==> src/hw/tlasa_defines.svh <==
// Purpose: Offsets, field positions, reset values and counts of the limit alert block.
// Assumes: Included by its bare name by every file that needs a constant.
// Notes: Definitions only.
`ifndef TLASA_DEFINES_SVH
`define TLASA_DEFINES_SVH

`define TLASA_PTR_TEMP 2'h0
`define TLASA_PTR_CONF 2'h1
`define TLASA_PTR_LOW 2'h2
`define TLASA_PTR_HIGH 2'h3

`define TLASA_CONF_ONE_SHOT 7
`define TLASA_CONF_RATE_HI 6
`define TLASA_CONF_RATE_LO 5
`define TLASA_CONF_FQ_HI 4
`define TLASA_CONF_FQ_LO 3
`define TLASA_CONF_POLARITY 2
`define TLASA_CONF_MODE_SEL 1
`define TLASA_CONF_SHUTDOWN 0

`define TLASA_CONF_RESET 7'h28
`define TLASA_HIGH_RESET 12'h500
`define TLASA_LOW_RESET 12'h4B0
`define TLASA_TEMP_RESET 12'h000

`define TLASA_GC_ADDR 7'h00
`define TLASA_ARA_ADDR 7'h0C
`define TLASA_GC_RESET_CMD 8'h06
`define TLASA_BITS_PER_BYTE 4'h8

`define TLASA_FAULTS_1 3'h1
`define TLASA_FAULTS_2 3'h2
`define TLASA_FAULTS_4 3'h4
`define TLASA_FAULTS_6 3'h6

`endif

==> src/hw/tlasa_pkg.sv <==
// Purpose: Types shared by the limit alert block.
// Assumes: Nothing is imported; users write tlasa_pkg::name.
// Notes: Protocol states are one-hot.
package tlasa_pkg;
	typedef enum logic [6:0] {
		ST_IDLE = 7'h01,
		ST_ADDR = 7'h02,
		ST_ACK_ADDR = 7'h04,
		ST_WRITE = 7'h08,
		ST_ACK_WRITE = 7'h10,
		ST_READ = 7'h20,
		ST_ACK_READ = 7'h40
	} tlasa_state_t;
endpackage

==> src/hw/tlasa_sync.sv <==
// Purpose: Two flip-flop synchroniser for one pin.
// Assumes: The pin is asynchronous to clock_in.
// Notes: The first stage feeds only the second stage.
`timescale 1ns/1ps
module tlasa_sync #(
	parameter logic RESET_VAL = 1'b1
) (
	input wire logic clock_in,
	input wire logic rst_in,
	input wire logic d_in,
	output logic q_out
);
	logic stage1;

	always_ff @(posedge clock_in or posedge rst_in) begin
		if (rst_in) begin
			stage1 <= RESET_VAL;
			q_out <= RESET_VAL;
		end else begin
			stage1 <= d_in;
			q_out <= stage1;
		end
	end
endmodule

==> src/hw/tlasa_sensor.sv <==
// Purpose: Limit alert logic, limit and configuration registers, two-wire target port.
// Assumes: The converter starts on conv_start_out and returns conv_done_in with a result.
// Notes: SCL and SDA are sampled by clock_in; SDA is open drain through sda_oe_out.
// How it works
// - In shutdown, one-shot bit starts one conversion.
// - After a one-shot result, return to shutdown.
// - Configuration reads show zero in one-shot bit.
// - Comparator mode: alert after N faults at or above upper.
// - Comparator mode: release after N results below lower.
// - Interrupt mode: alert after N faults at or above upper.
// - Interrupt alert held until read or ARA.
// - Writing shutdown also clears interrupt alert.
// - After upper event clears, next alert below lower.
// - Then re-arm upper; alternate between thresholds forever.
// - General call reset resets device, clears alert.
// - Mode change in either direction clears alert state.
// - Limit bytes move most significant byte first.
// - Reset limits: upper 80 degrees, lower 75.
// - Limits are 12 bits, low nibble reads zero.
// - Nine clocks per byte: eight data, one ack.
// - Device acknowledges low; host releases SDA then.
// - Both release SDA in the final not-ack slot.
// - Device drives read data; host only acks.
// - Fault queue field selects 1, 2, 4, 6.
// - Polarity bit zero gives an active low alert.
// - Shutdown waits for the running conversion; else continuous.
`timescale 1ns/1ps
`include "tlasa_defines.svh"
module tlasa_sensor #(
	// Target address; the value is arbitrary.
	parameter logic [6:0] DEV_ADDR = 7'h2A
) (
	input wire logic clock_in,
	input wire logic rst_in,
	input wire logic scl_in,
	input wire logic sda_in,
	input wire logic conv_done_in,
	input wire logic [11:0] conv_temp_in,
	output logic sda_out,
	output logic sda_oe_out,
	output logic alert_out,
	output logic conv_start_out,
	output logic [1:0] conv_rate_out
);
	logic scl_s, sda_s, scl_q, sda_q;
	tlasa_pkg::tlasa_state_t state;
	logic [7:0] shift, msb_hold;
	logic [3:0] bit_cnt;
	logic [1:0] byte_idx, ptr;
	logic is_read, is_ara, is_gc;
	logic [6:0] conf;
	logic [11:0] upper, lower, temp;
	logic conv_busy, single_pend;
	logic alert, arm_high;
	logic [2:0] fault_cnt;

	tlasa_sync #(.RESET_VAL(1'b1)) u_scl_sync (
		.clock_in(clock_in),
		.rst_in(rst_in),
		.d_in(scl_in),
		.q_out(scl_s)
	);
	tlasa_sync #(.RESET_VAL(1'b1)) u_sda_sync (
		.clock_in(clock_in),
		.rst_in(rst_in),
		.d_in(sda_in),
		.q_out(sda_s)
	);

	always_ff @(posedge clock_in or posedge rst_in) begin
		if (rst_in) begin
			scl_q <= 1'b1;
			sda_q <= 1'b1;
		end else begin
			scl_q <= scl_s;
			sda_q <= sda_s;
		end
	end

	wire scl_rise = scl_s & ~scl_q;
	wire scl_fall = ~scl_s & scl_q;
	wire start_det = scl_s & scl_q & sda_q & ~sda_s;
	wire stop_det = scl_s & scl_q & ~sda_q & sda_s;
	wire byte_full = bit_cnt == `TLASA_BITS_PER_BYTE;
	wire [6:0] rx_addr = shift[7:1];
	wire match_dev = rx_addr == DEV_ADDR;
	wire match_gc = (rx_addr == `TLASA_GC_ADDR) && !shift[0];
	// The alert response address is only answered while an alert is pending.
	wire match_ara = (rx_addr == `TLASA_ARA_ADDR) && shift[0] && alert;
	wire addr_hit = match_dev | match_gc | match_ara;
	// Losing arbitration: we released SDA for a one but the line reads low.
	wire arb_lost = is_ara && shift[7] && !sda_s;

	wire [11:0] sel_val = (ptr == `TLASA_PTR_HIGH) ? upper :
		(ptr == `TLASA_PTR_LOW) ? lower : temp;
	wire [7:0] word_byte = (byte_idx == 2'h0) ? sel_val[11:4] : {sel_val[3:0], 4'h0};
	wire [7:0] reg_byte = (ptr == `TLASA_PTR_CONF) ? {1'b0, conf} : word_byte;
	wire [7:0] rd_byte = is_ara ? {DEV_ADDR, 1'b0} : reg_byte;

	wire wr_byte = (state == tlasa_pkg::ST_WRITE) && scl_fall && byte_full;
	wire wr_ptr = wr_byte && !is_gc && (byte_idx == 2'h0);
	wire wr_conf = wr_byte && !is_gc && (byte_idx == 2'h1) && (ptr == `TLASA_PTR_CONF);
	wire wr_msb = wr_byte && !is_gc && (byte_idx == 2'h1) && ptr[1];
	wire wr_lsb = wr_byte && !is_gc && (byte_idx == 2'h2) && ptr[1];
	wire gc_reset = wr_byte && is_gc && (shift == `TLASA_GC_RESET_CMD);
	wire ack_rise = (state == tlasa_pkg::ST_ACK_READ) && scl_rise;
	wire rd_done = ack_rise && !is_ara;
	wire ara_done = ack_rise && is_ara;

	assign sda_out = 1'b0;

	always_ff @(posedge clock_in or posedge rst_in) begin
		if (rst_in) begin
			state <= tlasa_pkg::ST_IDLE;
			shift <= 8'h00;
			bit_cnt <= 4'h0;
			byte_idx <= 2'h0;
			is_read <= 1'b0;
			is_ara <= 1'b0;
			is_gc <= 1'b0;
			sda_oe_out <= 1'b0;
		end else if (stop_det) begin
			state <= tlasa_pkg::ST_IDLE;
			sda_oe_out <= 1'b0;
		end else if (start_det) begin
			state <= tlasa_pkg::ST_ADDR;
			bit_cnt <= 4'h0;
			sda_oe_out <= 1'b0;
		end else begin
			unique case (state)
				tlasa_pkg::ST_IDLE: begin
				end
				tlasa_pkg::ST_ADDR: begin
					if (scl_rise) begin
						shift <= {shift[6:0], sda_s};
						bit_cnt <= bit_cnt + 4'h1;
					end else if (scl_fall && byte_full) begin
						if (addr_hit) begin
							state <= tlasa_pkg::ST_ACK_ADDR;
							sda_oe_out <= 1'b1;
							is_read <= shift[0];
							is_ara <= match_ara;
							is_gc <= match_gc;
							byte_idx <= 2'h0;
						end else begin
							state <= tlasa_pkg::ST_IDLE;
						end
					end
				end
				tlasa_pkg::ST_ACK_ADDR: begin
					if (scl_fall) begin
						bit_cnt <= 4'h0;
						if (is_read) begin
							state <= tlasa_pkg::ST_READ;
							shift <= rd_byte;
							sda_oe_out <= ~rd_byte[7];
						end else begin
							state <= tlasa_pkg::ST_WRITE;
							sda_oe_out <= 1'b0;
						end
					end
				end
				tlasa_pkg::ST_WRITE: begin
					if (scl_rise) begin
						shift <= {shift[6:0], sda_s};
						bit_cnt <= bit_cnt + 4'h1;
					end else if (scl_fall && byte_full) begin
						state <= tlasa_pkg::ST_ACK_WRITE;
						sda_oe_out <= 1'b1;
					end
				end
				tlasa_pkg::ST_ACK_WRITE: begin
					if (scl_fall) begin
						state <= tlasa_pkg::ST_WRITE;
						sda_oe_out <= 1'b0;
						bit_cnt <= 4'h0;
						byte_idx <= (byte_idx == 2'h3) ? 2'h3 : byte_idx + 2'h1;
					end
				end
				tlasa_pkg::ST_READ: begin
					if (scl_rise) begin
						if (arb_lost) begin
							state <= tlasa_pkg::ST_IDLE;
							sda_oe_out <= 1'b0;
						end else begin
							bit_cnt <= bit_cnt + 4'h1;
						end
					end else if (scl_fall) begin
						if (byte_full) begin
							state <= tlasa_pkg::ST_ACK_READ;
							sda_oe_out <= 1'b0;
						end else begin
							shift <= {shift[6:0], 1'b0};
							sda_oe_out <= ~shift[6];
						end
					end
				end
				tlasa_pkg::ST_ACK_READ: begin
					if (scl_rise) begin
						if (sda_s) begin
							state <= tlasa_pkg::ST_IDLE;
						end else begin
							byte_idx <= 2'h1;
						end
					end else if (scl_fall) begin
						state <= tlasa_pkg::ST_READ;
						bit_cnt <= 4'h0;
						shift <= rd_byte;
						sda_oe_out <= ~rd_byte[7];
					end
				end
			endcase
		end
	end

	wire conv_fin = conv_done_in && conv_busy;
	// A one-shot request is only meaningful when the same write keeps shutdown set.
	wire single_req = wr_conf && shift[`TLASA_CONF_ONE_SHOT] && shift[`TLASA_CONF_SHUTDOWN];
	wire want_conv = !conf[`TLASA_CONF_SHUTDOWN] || single_pend;
	wire start_now = !conv_busy && want_conv;
	assign conv_rate_out = conf[`TLASA_CONF_RATE_HI:`TLASA_CONF_RATE_LO];

	always_ff @(posedge clock_in or posedge rst_in) begin
		if (rst_in) begin
			ptr <= `TLASA_PTR_TEMP;
			conf <= `TLASA_CONF_RESET;
			upper <= `TLASA_HIGH_RESET;
			lower <= `TLASA_LOW_RESET;
			temp <= `TLASA_TEMP_RESET;
			msb_hold <= 8'h00;
		end else if (gc_reset) begin
			ptr <= `TLASA_PTR_TEMP;
			conf <= `TLASA_CONF_RESET;
			upper <= `TLASA_HIGH_RESET;
			lower <= `TLASA_LOW_RESET;
			temp <= `TLASA_TEMP_RESET;
			msb_hold <= 8'h00;
		end else begin
			if (wr_ptr) ptr <= shift[1:0];
			if (wr_conf) conf <= shift[6:0];
			if (wr_msb) msb_hold <= shift;
			if (wr_lsb && ptr == `TLASA_PTR_HIGH) upper <= {msb_hold, shift[7:4]};
			if (wr_lsb && ptr == `TLASA_PTR_LOW) lower <= {msb_hold, shift[7:4]};
			if (conv_fin) temp <= conv_temp_in;
		end
	end

	always_ff @(posedge clock_in or posedge rst_in) begin
		if (rst_in) begin
			conv_busy <= 1'b0;
			single_pend <= 1'b0;
			conv_start_out <= 1'b0;
		end else if (gc_reset) begin
			conv_busy <= 1'b0;
			single_pend <= 1'b0;
			conv_start_out <= 1'b0;
		end else begin
			conv_start_out <= start_now;
			single_pend <= single_req | (single_pend & ~start_now);
			conv_busy <= start_now | (conv_busy & ~conv_fin);
		end
	end

	wire int_mode = conf[`TLASA_CONF_MODE_SEL];
	wire [1:0] fq = conf[`TLASA_CONF_FQ_HI:`TLASA_CONF_FQ_LO];
	wire [2:0] fault_need = (fq == 2'h0) ? `TLASA_FAULTS_1 : (fq == 2'h1) ? `TLASA_FAULTS_2 :
		(fq == 2'h2) ? `TLASA_FAULTS_4 : `TLASA_FAULTS_6;
	wire over = $signed(conv_temp_in) >= $signed(upper);
	wire under = $signed(conv_temp_in) < $signed(lower);
	wire cond = arm_high ? over : under;
	// In interrupt mode a pending alert freezes qualification until it is cleared.
	wire counting = conv_fin && (!int_mode || !alert);
	// A shorter queue written mid-count qualifies at once instead of wrapping.
	wire qualify = counting && cond && (fault_cnt + 3'h1 >= fault_need);
	wire mode_chg = wr_conf && (shift[`TLASA_CONF_MODE_SEL] != int_mode);
	wire int_clear = int_mode && (rd_done || ara_done || (wr_conf && shift[`TLASA_CONF_SHUTDOWN]));

	always_ff @(posedge clock_in or posedge rst_in) begin
		if (rst_in) begin
			alert <= 1'b0;
			arm_high <= 1'b1;
			fault_cnt <= 3'h0;
		end else if (gc_reset || mode_chg) begin
			alert <= 1'b0;
			arm_high <= 1'b1;
			fault_cnt <= 3'h0;
		end else begin
			if (counting) fault_cnt <= (cond && !qualify) ? fault_cnt + 3'h1 : 3'h0;
			if (qualify) begin
				arm_high <= ~arm_high;
				alert <= int_mode ? 1'b1 : arm_high;
			end else if (int_clear) begin
				alert <= 1'b0;
			end
		end
	end

	always_ff @(posedge clock_in or posedge rst_in) begin
		if (rst_in) alert_out <= 1'b1;
		else alert_out <= conf[`TLASA_CONF_POLARITY] ? alert : ~alert;
	end
endmodule

==> config.mk <==
export PLATFORM = sky130hd
export DESIGN_NAME = tlasa_sensor
export DESIGN_NICKNAME = d
export VERILOG_FILES = /design/src/hw/tlasa_pkg.sv /design/src/hw/tlasa_sync.sv /design/src/hw/tlasa_sensor.sv
export VERILOG_INCLUDE_DIRS = /design/src /design/src/hw
export SDC_FILE = /design/constraint.sdc
export NUM_CORES = 1
export LEC_CHECK = 0
export BUFFER_PORTS_ARGS = -buffer_cell sky130_fd_sc_hd__buf_2
export CORE_ASPECT_RATIO = 0.7
export CORE_MARGIN = 4
export CORE_UTILIZATION = 67
export CTS_CLUSTER_SIZE = 25
export DETAILED_ROUTE_END_ITERATION = 16
export PLACE_DENSITY = 0.86
export SLEW_MARGIN = 0
export SYNTH_ARGS = -nofsm -noshare
export SYNTH_HDL_FRONTEND = slang
export SYNTH_SLANG_ARGS = --single-unit
==> constraint.sdc <==
create_clock -name clock_in -period 5.6 [get_ports clock_in]
set_input_delay 0.28 -clock clock_in [delete_from_list [all_inputs] [get_ports clock_in]]
set_output_delay 0.28 -clock clock_in [all_outputs]
set_load 0.02 [all_outputs]
==> out/metrics.csv <==
stage;metric;value;unit
floorplan;die_y;85.7;um
critical_path;r2r_start;shift[3];
layout;fin_cells;744;
placed_design;place.gp.congestion;0.994;
power_and_ir_drop;combPwrFrac;20.9;%
clocking;cts.path.max_buffers;2;
drt;routed_wl;15200;um
critical_path;cp_top_family;simple AND/OR/NAND/NOR gates;
clocking;h-tree-depth;3;
power_and_ir_drop;powerDensity;324;mW/mm^2
floorplan;coreArea;0.00841;mm^2
sta;slew_headroom;18.3;%
sta;skew;7.05;ps
power_and_ir_drop;seq_power_share;46.8;%
layout;fillerInstances;630;
clocking;numCtsBuffers;9;
floorplan;die_w;119;um
min_path;min_from;sda_in;
layout;n_antenna_cell;0;
drt;drt_iter0_drc;665;
sta;fin_setup_tns;0;ps
yosys;synthArstFlopShare;100;%
min_path;hold_class;in2reg;
critical_path;endpoint_kind;register;
job;drv_cap;0;
global_routing;grt_util_all_layers;30.8;%
clocking;ctsRootBufferMaster;clkbuf_16;
critical_path;required;5820;ps
layout;regArea;0.00235;mm^2
yosys;syn_nets;687;
placed_design;io_buffers;21;
global_routing;grt_max_degree;76;
global_routing;grt_first_pass_wirelength;24400;um
drt;drt-pass1-iter-count;6;
sta;setup_viol;0;
sta;hold_viol;0;
global_routing;grt_pass1_vias;4690;
min_path;min_path_cells;1;
sta;drv_slew;0;
critical_path;worstSetupPathType;reg2reg;
placed_design;dp_cells;727;
floorplan;die-area;0.0102;mm^2
critical_path;r2r_slack;2390;ps
yosys;synth.distinct_cells;72;
critical_path;crit_chain;or3_1 > or4_1 > nor4_4 > buf_4 > nor2_1 > mux2_2;
drt;routedWlPerCell;20.4;um
critical_path;r2r_cells;6;
sta;tightest_slew;1220;ps
floorplan;rows;28;
power_and_ir_drop;p_sw;0.000658;W
floorplan;pin_count;23;
critical_path;cp-start-kind;register;
drt;drc;0;
critical_path;cp.arrival;3440;ps
yosys;synth_warnings;0;
sta;post-route-period-util;57.4;%
power_and_ir_drop;p_int;0.00134;W
power_and_ir_drop;p_clk_share;32.3;%
critical_path;worstPathMaxFanout;20;
clocking;clk_latency;340;ps
layout;final_layout_size_suffix_gt1_share;13.3;%
yosys;seq_area_frac_synth;40.7;%
yosys;ys_seq_elements;93;
critical_path;cp_num_buf_inv;1;
sta;rsz0062_at_grt;no;
clocking;cts.sinks;93;
critical_path;crit_slowest_cell;nor4_4;
outcome;status;finished clean;
drt;vias;5045;
yosys;syn_area;0.00577;mm^2
clocking;cts_setup_buffers;0;
clocking;cts_tree;done;
critical_path;crit-reg2reg-capture;upper[0];
min_path;whs_endpoint;u_sda_sync.stage1;
layout;fin_nets;683;
yosys;synth_edf_count;0;
global_routing;antenna_found_initial;0;
placed_design;dp_hpwl;11200;um
sta;hold_slack;39.6;ps
power_and_ir_drop;power.leakage;2.67;nW
floorplan;start_util;68.7;%
clocking;clk_pin_slew;60;ps
yosys;avgSynthCellArea;9.05;um^2
layout;multi_input_area;0.00304;mm^2
global_routing;grt_overflow_total;0;
drt;antenna_left;0;
sta;period_needed;3210;ps
yosys;synthFlopType;dfrtp_1;
power_and_ir_drop;switching_share;32.9;%
critical_path;max_stage_delay;940;ps
drt;vias_per_cell;6.78;
sta;fmax;0.311;GHz
yosys;syn_inst;638;
power_and_ir_drop;ir_worst_vdd;290;uV
layout;syn_to_final_growth;6.83;%
==> layer usage <==
| layer | part of all wire, % | track usage, % |
|---|---|---|
| met1 | 45 | 46.7 |
| met5 | 0 | 0 |
| met3 | 12 | 9.16 |
| met2 | 42 | 43.1 |
| met4 | 1.3 | 8.31 |
==> state kept, by name, summed over array words and instances, names as in the netlist, 3 cells and up <==
name       cells
bit_cnt        4
conf           7
fault_cnt      3
lower         12
msb_hold       8
shift          8
state          7
temp          12
upper         12
==> repair_timing <==
| item | in CTS | in global routing |
|---|---|---|
| gates resized for setup | 0 | 0 |
| hold buffers | 1 | 0 |
| hold endpoints to repair | 15 | 0 |
==> logic make-up after synthesis <==
kind of cell | count (synthesis) | share of synthesized area [%]
mux | 36 | 7.13
compound gates | 150 | 16.8
other cells | 1 | 0.0649
simple gates | 228 | 20.6
buf+inv | 90 | 6.65
fa+ha+maj | 32 | 6.93
flops | 93 | 40.7
xor+xnor | 8 | 1.21
==> cell type report <==
class / instances / area share, %
multi-input combinational: 455 / 49.3
tap: 105 / 2.13
timing repair buffer: 26 / 2.35
clock inverter: 5 / 1.36
sequential: 93 / 38.1
clock buffer: 11 / 3.77
inverter: 49 / 3.00
==> layout by cell type (no fill, tap or decap), drive strengths merged, types with 9 or more instances in the layout <==
master,synthesis,routed
inv,49,49
nor3,10,10
nor2,51,51
nand3,40,40
nand2,68,68
mux2i,22,22
mux2,11,11
a22oi,9,9
clkbuf,26,11
a21oi,39,39
nor2b,9,9
dfrtp,76,76
ha,32,32
buf,15,25
dfstp,17,17
o21ai,42,42
==> worst max path at each step <==
stage                   from           end  slack (ps)  depth (start not counted)
floorplan             rst_in         alert        2930                          1
global placement    shift[3]   msb_hold[4]        2530                          6
detailed placement  shift[3]   msb_hold[4]        2460                          6
CTS                 shift[3]   msb_hold[4]        2420                          6
global route        lower[2]  fault_cnt[0]        2200                          8
finish              shift[3]      upper[0]        2390                          6
==> synth_stat cells, types with 4 or more instances <==
master | count | area (um^2)
inv_1 | 49 | 184
or3_1 | 4 | 25.0
a21o_1 | 7 | 52.6
nand2b_1 | 6 | 37.5
a21oi_1 | 38 | 190
a211oi_1 | 6 | 45.0
nor3b_1 | 4 | 30.0
nand4_1 | 7 | 43.8
or4_1 | 4 | 30.0
nand2_1 | 67 | 251
buf_4 | 5 | 37.5
o211ai_1 | 8 | 60.1
o2111ai_1 | 4 | 35.0
o22ai_1 | 5 | 31.3
nand3_1 | 40 | 200
ha_1 | 32 | 400
nand4b_1 | 4 | 35.0
o21ai_0 | 42 | 210
dfstp_2 | 17 | 447
dfrtp_1 | 76 | 1900
buf_2 | 8 | 40.0
clkbuf_1 | 25 | 93.8
xor2_1 | 5 | 43.8
mux2_2 | 11 | 124
mux2i_1 | 22 | 220
nor3_1 | 8 | 40.0
nor2b_1 | 9 | 56.3
nor2_1 | 51 | 191
a22oi_1 | 9 | 67.6
==> stage by stage <==
step	instance area [um^2]	utilization (%)	total power, W	worst slack [ps]
2_1_floorplan	5770	-	0.00120	2930
3_3_place_gp	5840	69.5	0.00132	2530
3_5_place_dp	5840	69.5	0.00134	2460
4_1_cts	6170	73.4	0.00199	2420
5_1_grt	6170	73.4	0.00209	2200
6_report	6170	73.4	0.00200	2390
==> power groups by stage <==
stage               logic, W  clock network (W)  registers [W]
detailed placement  0.000403                  0       0.000937
floorplan           0.000343                  0       0.000853
global placement    0.000394                  0       0.000922
global route        0.000462           0.000683       0.000944
CTS                 0.000411           0.000654       0.000927
finish              0.000419           0.000646       0.000936
==> worst register-to-register path, delay by kind of cell, from the launching register on <==
family | cells | cell delay, ps
muxes | 1 | 290
DFF | 1 | 450
and+or+nand+nor | 4 | 1980
buffers and inverters | 1 | 390
Note: power is estimated with default switching activity, not from simulation.
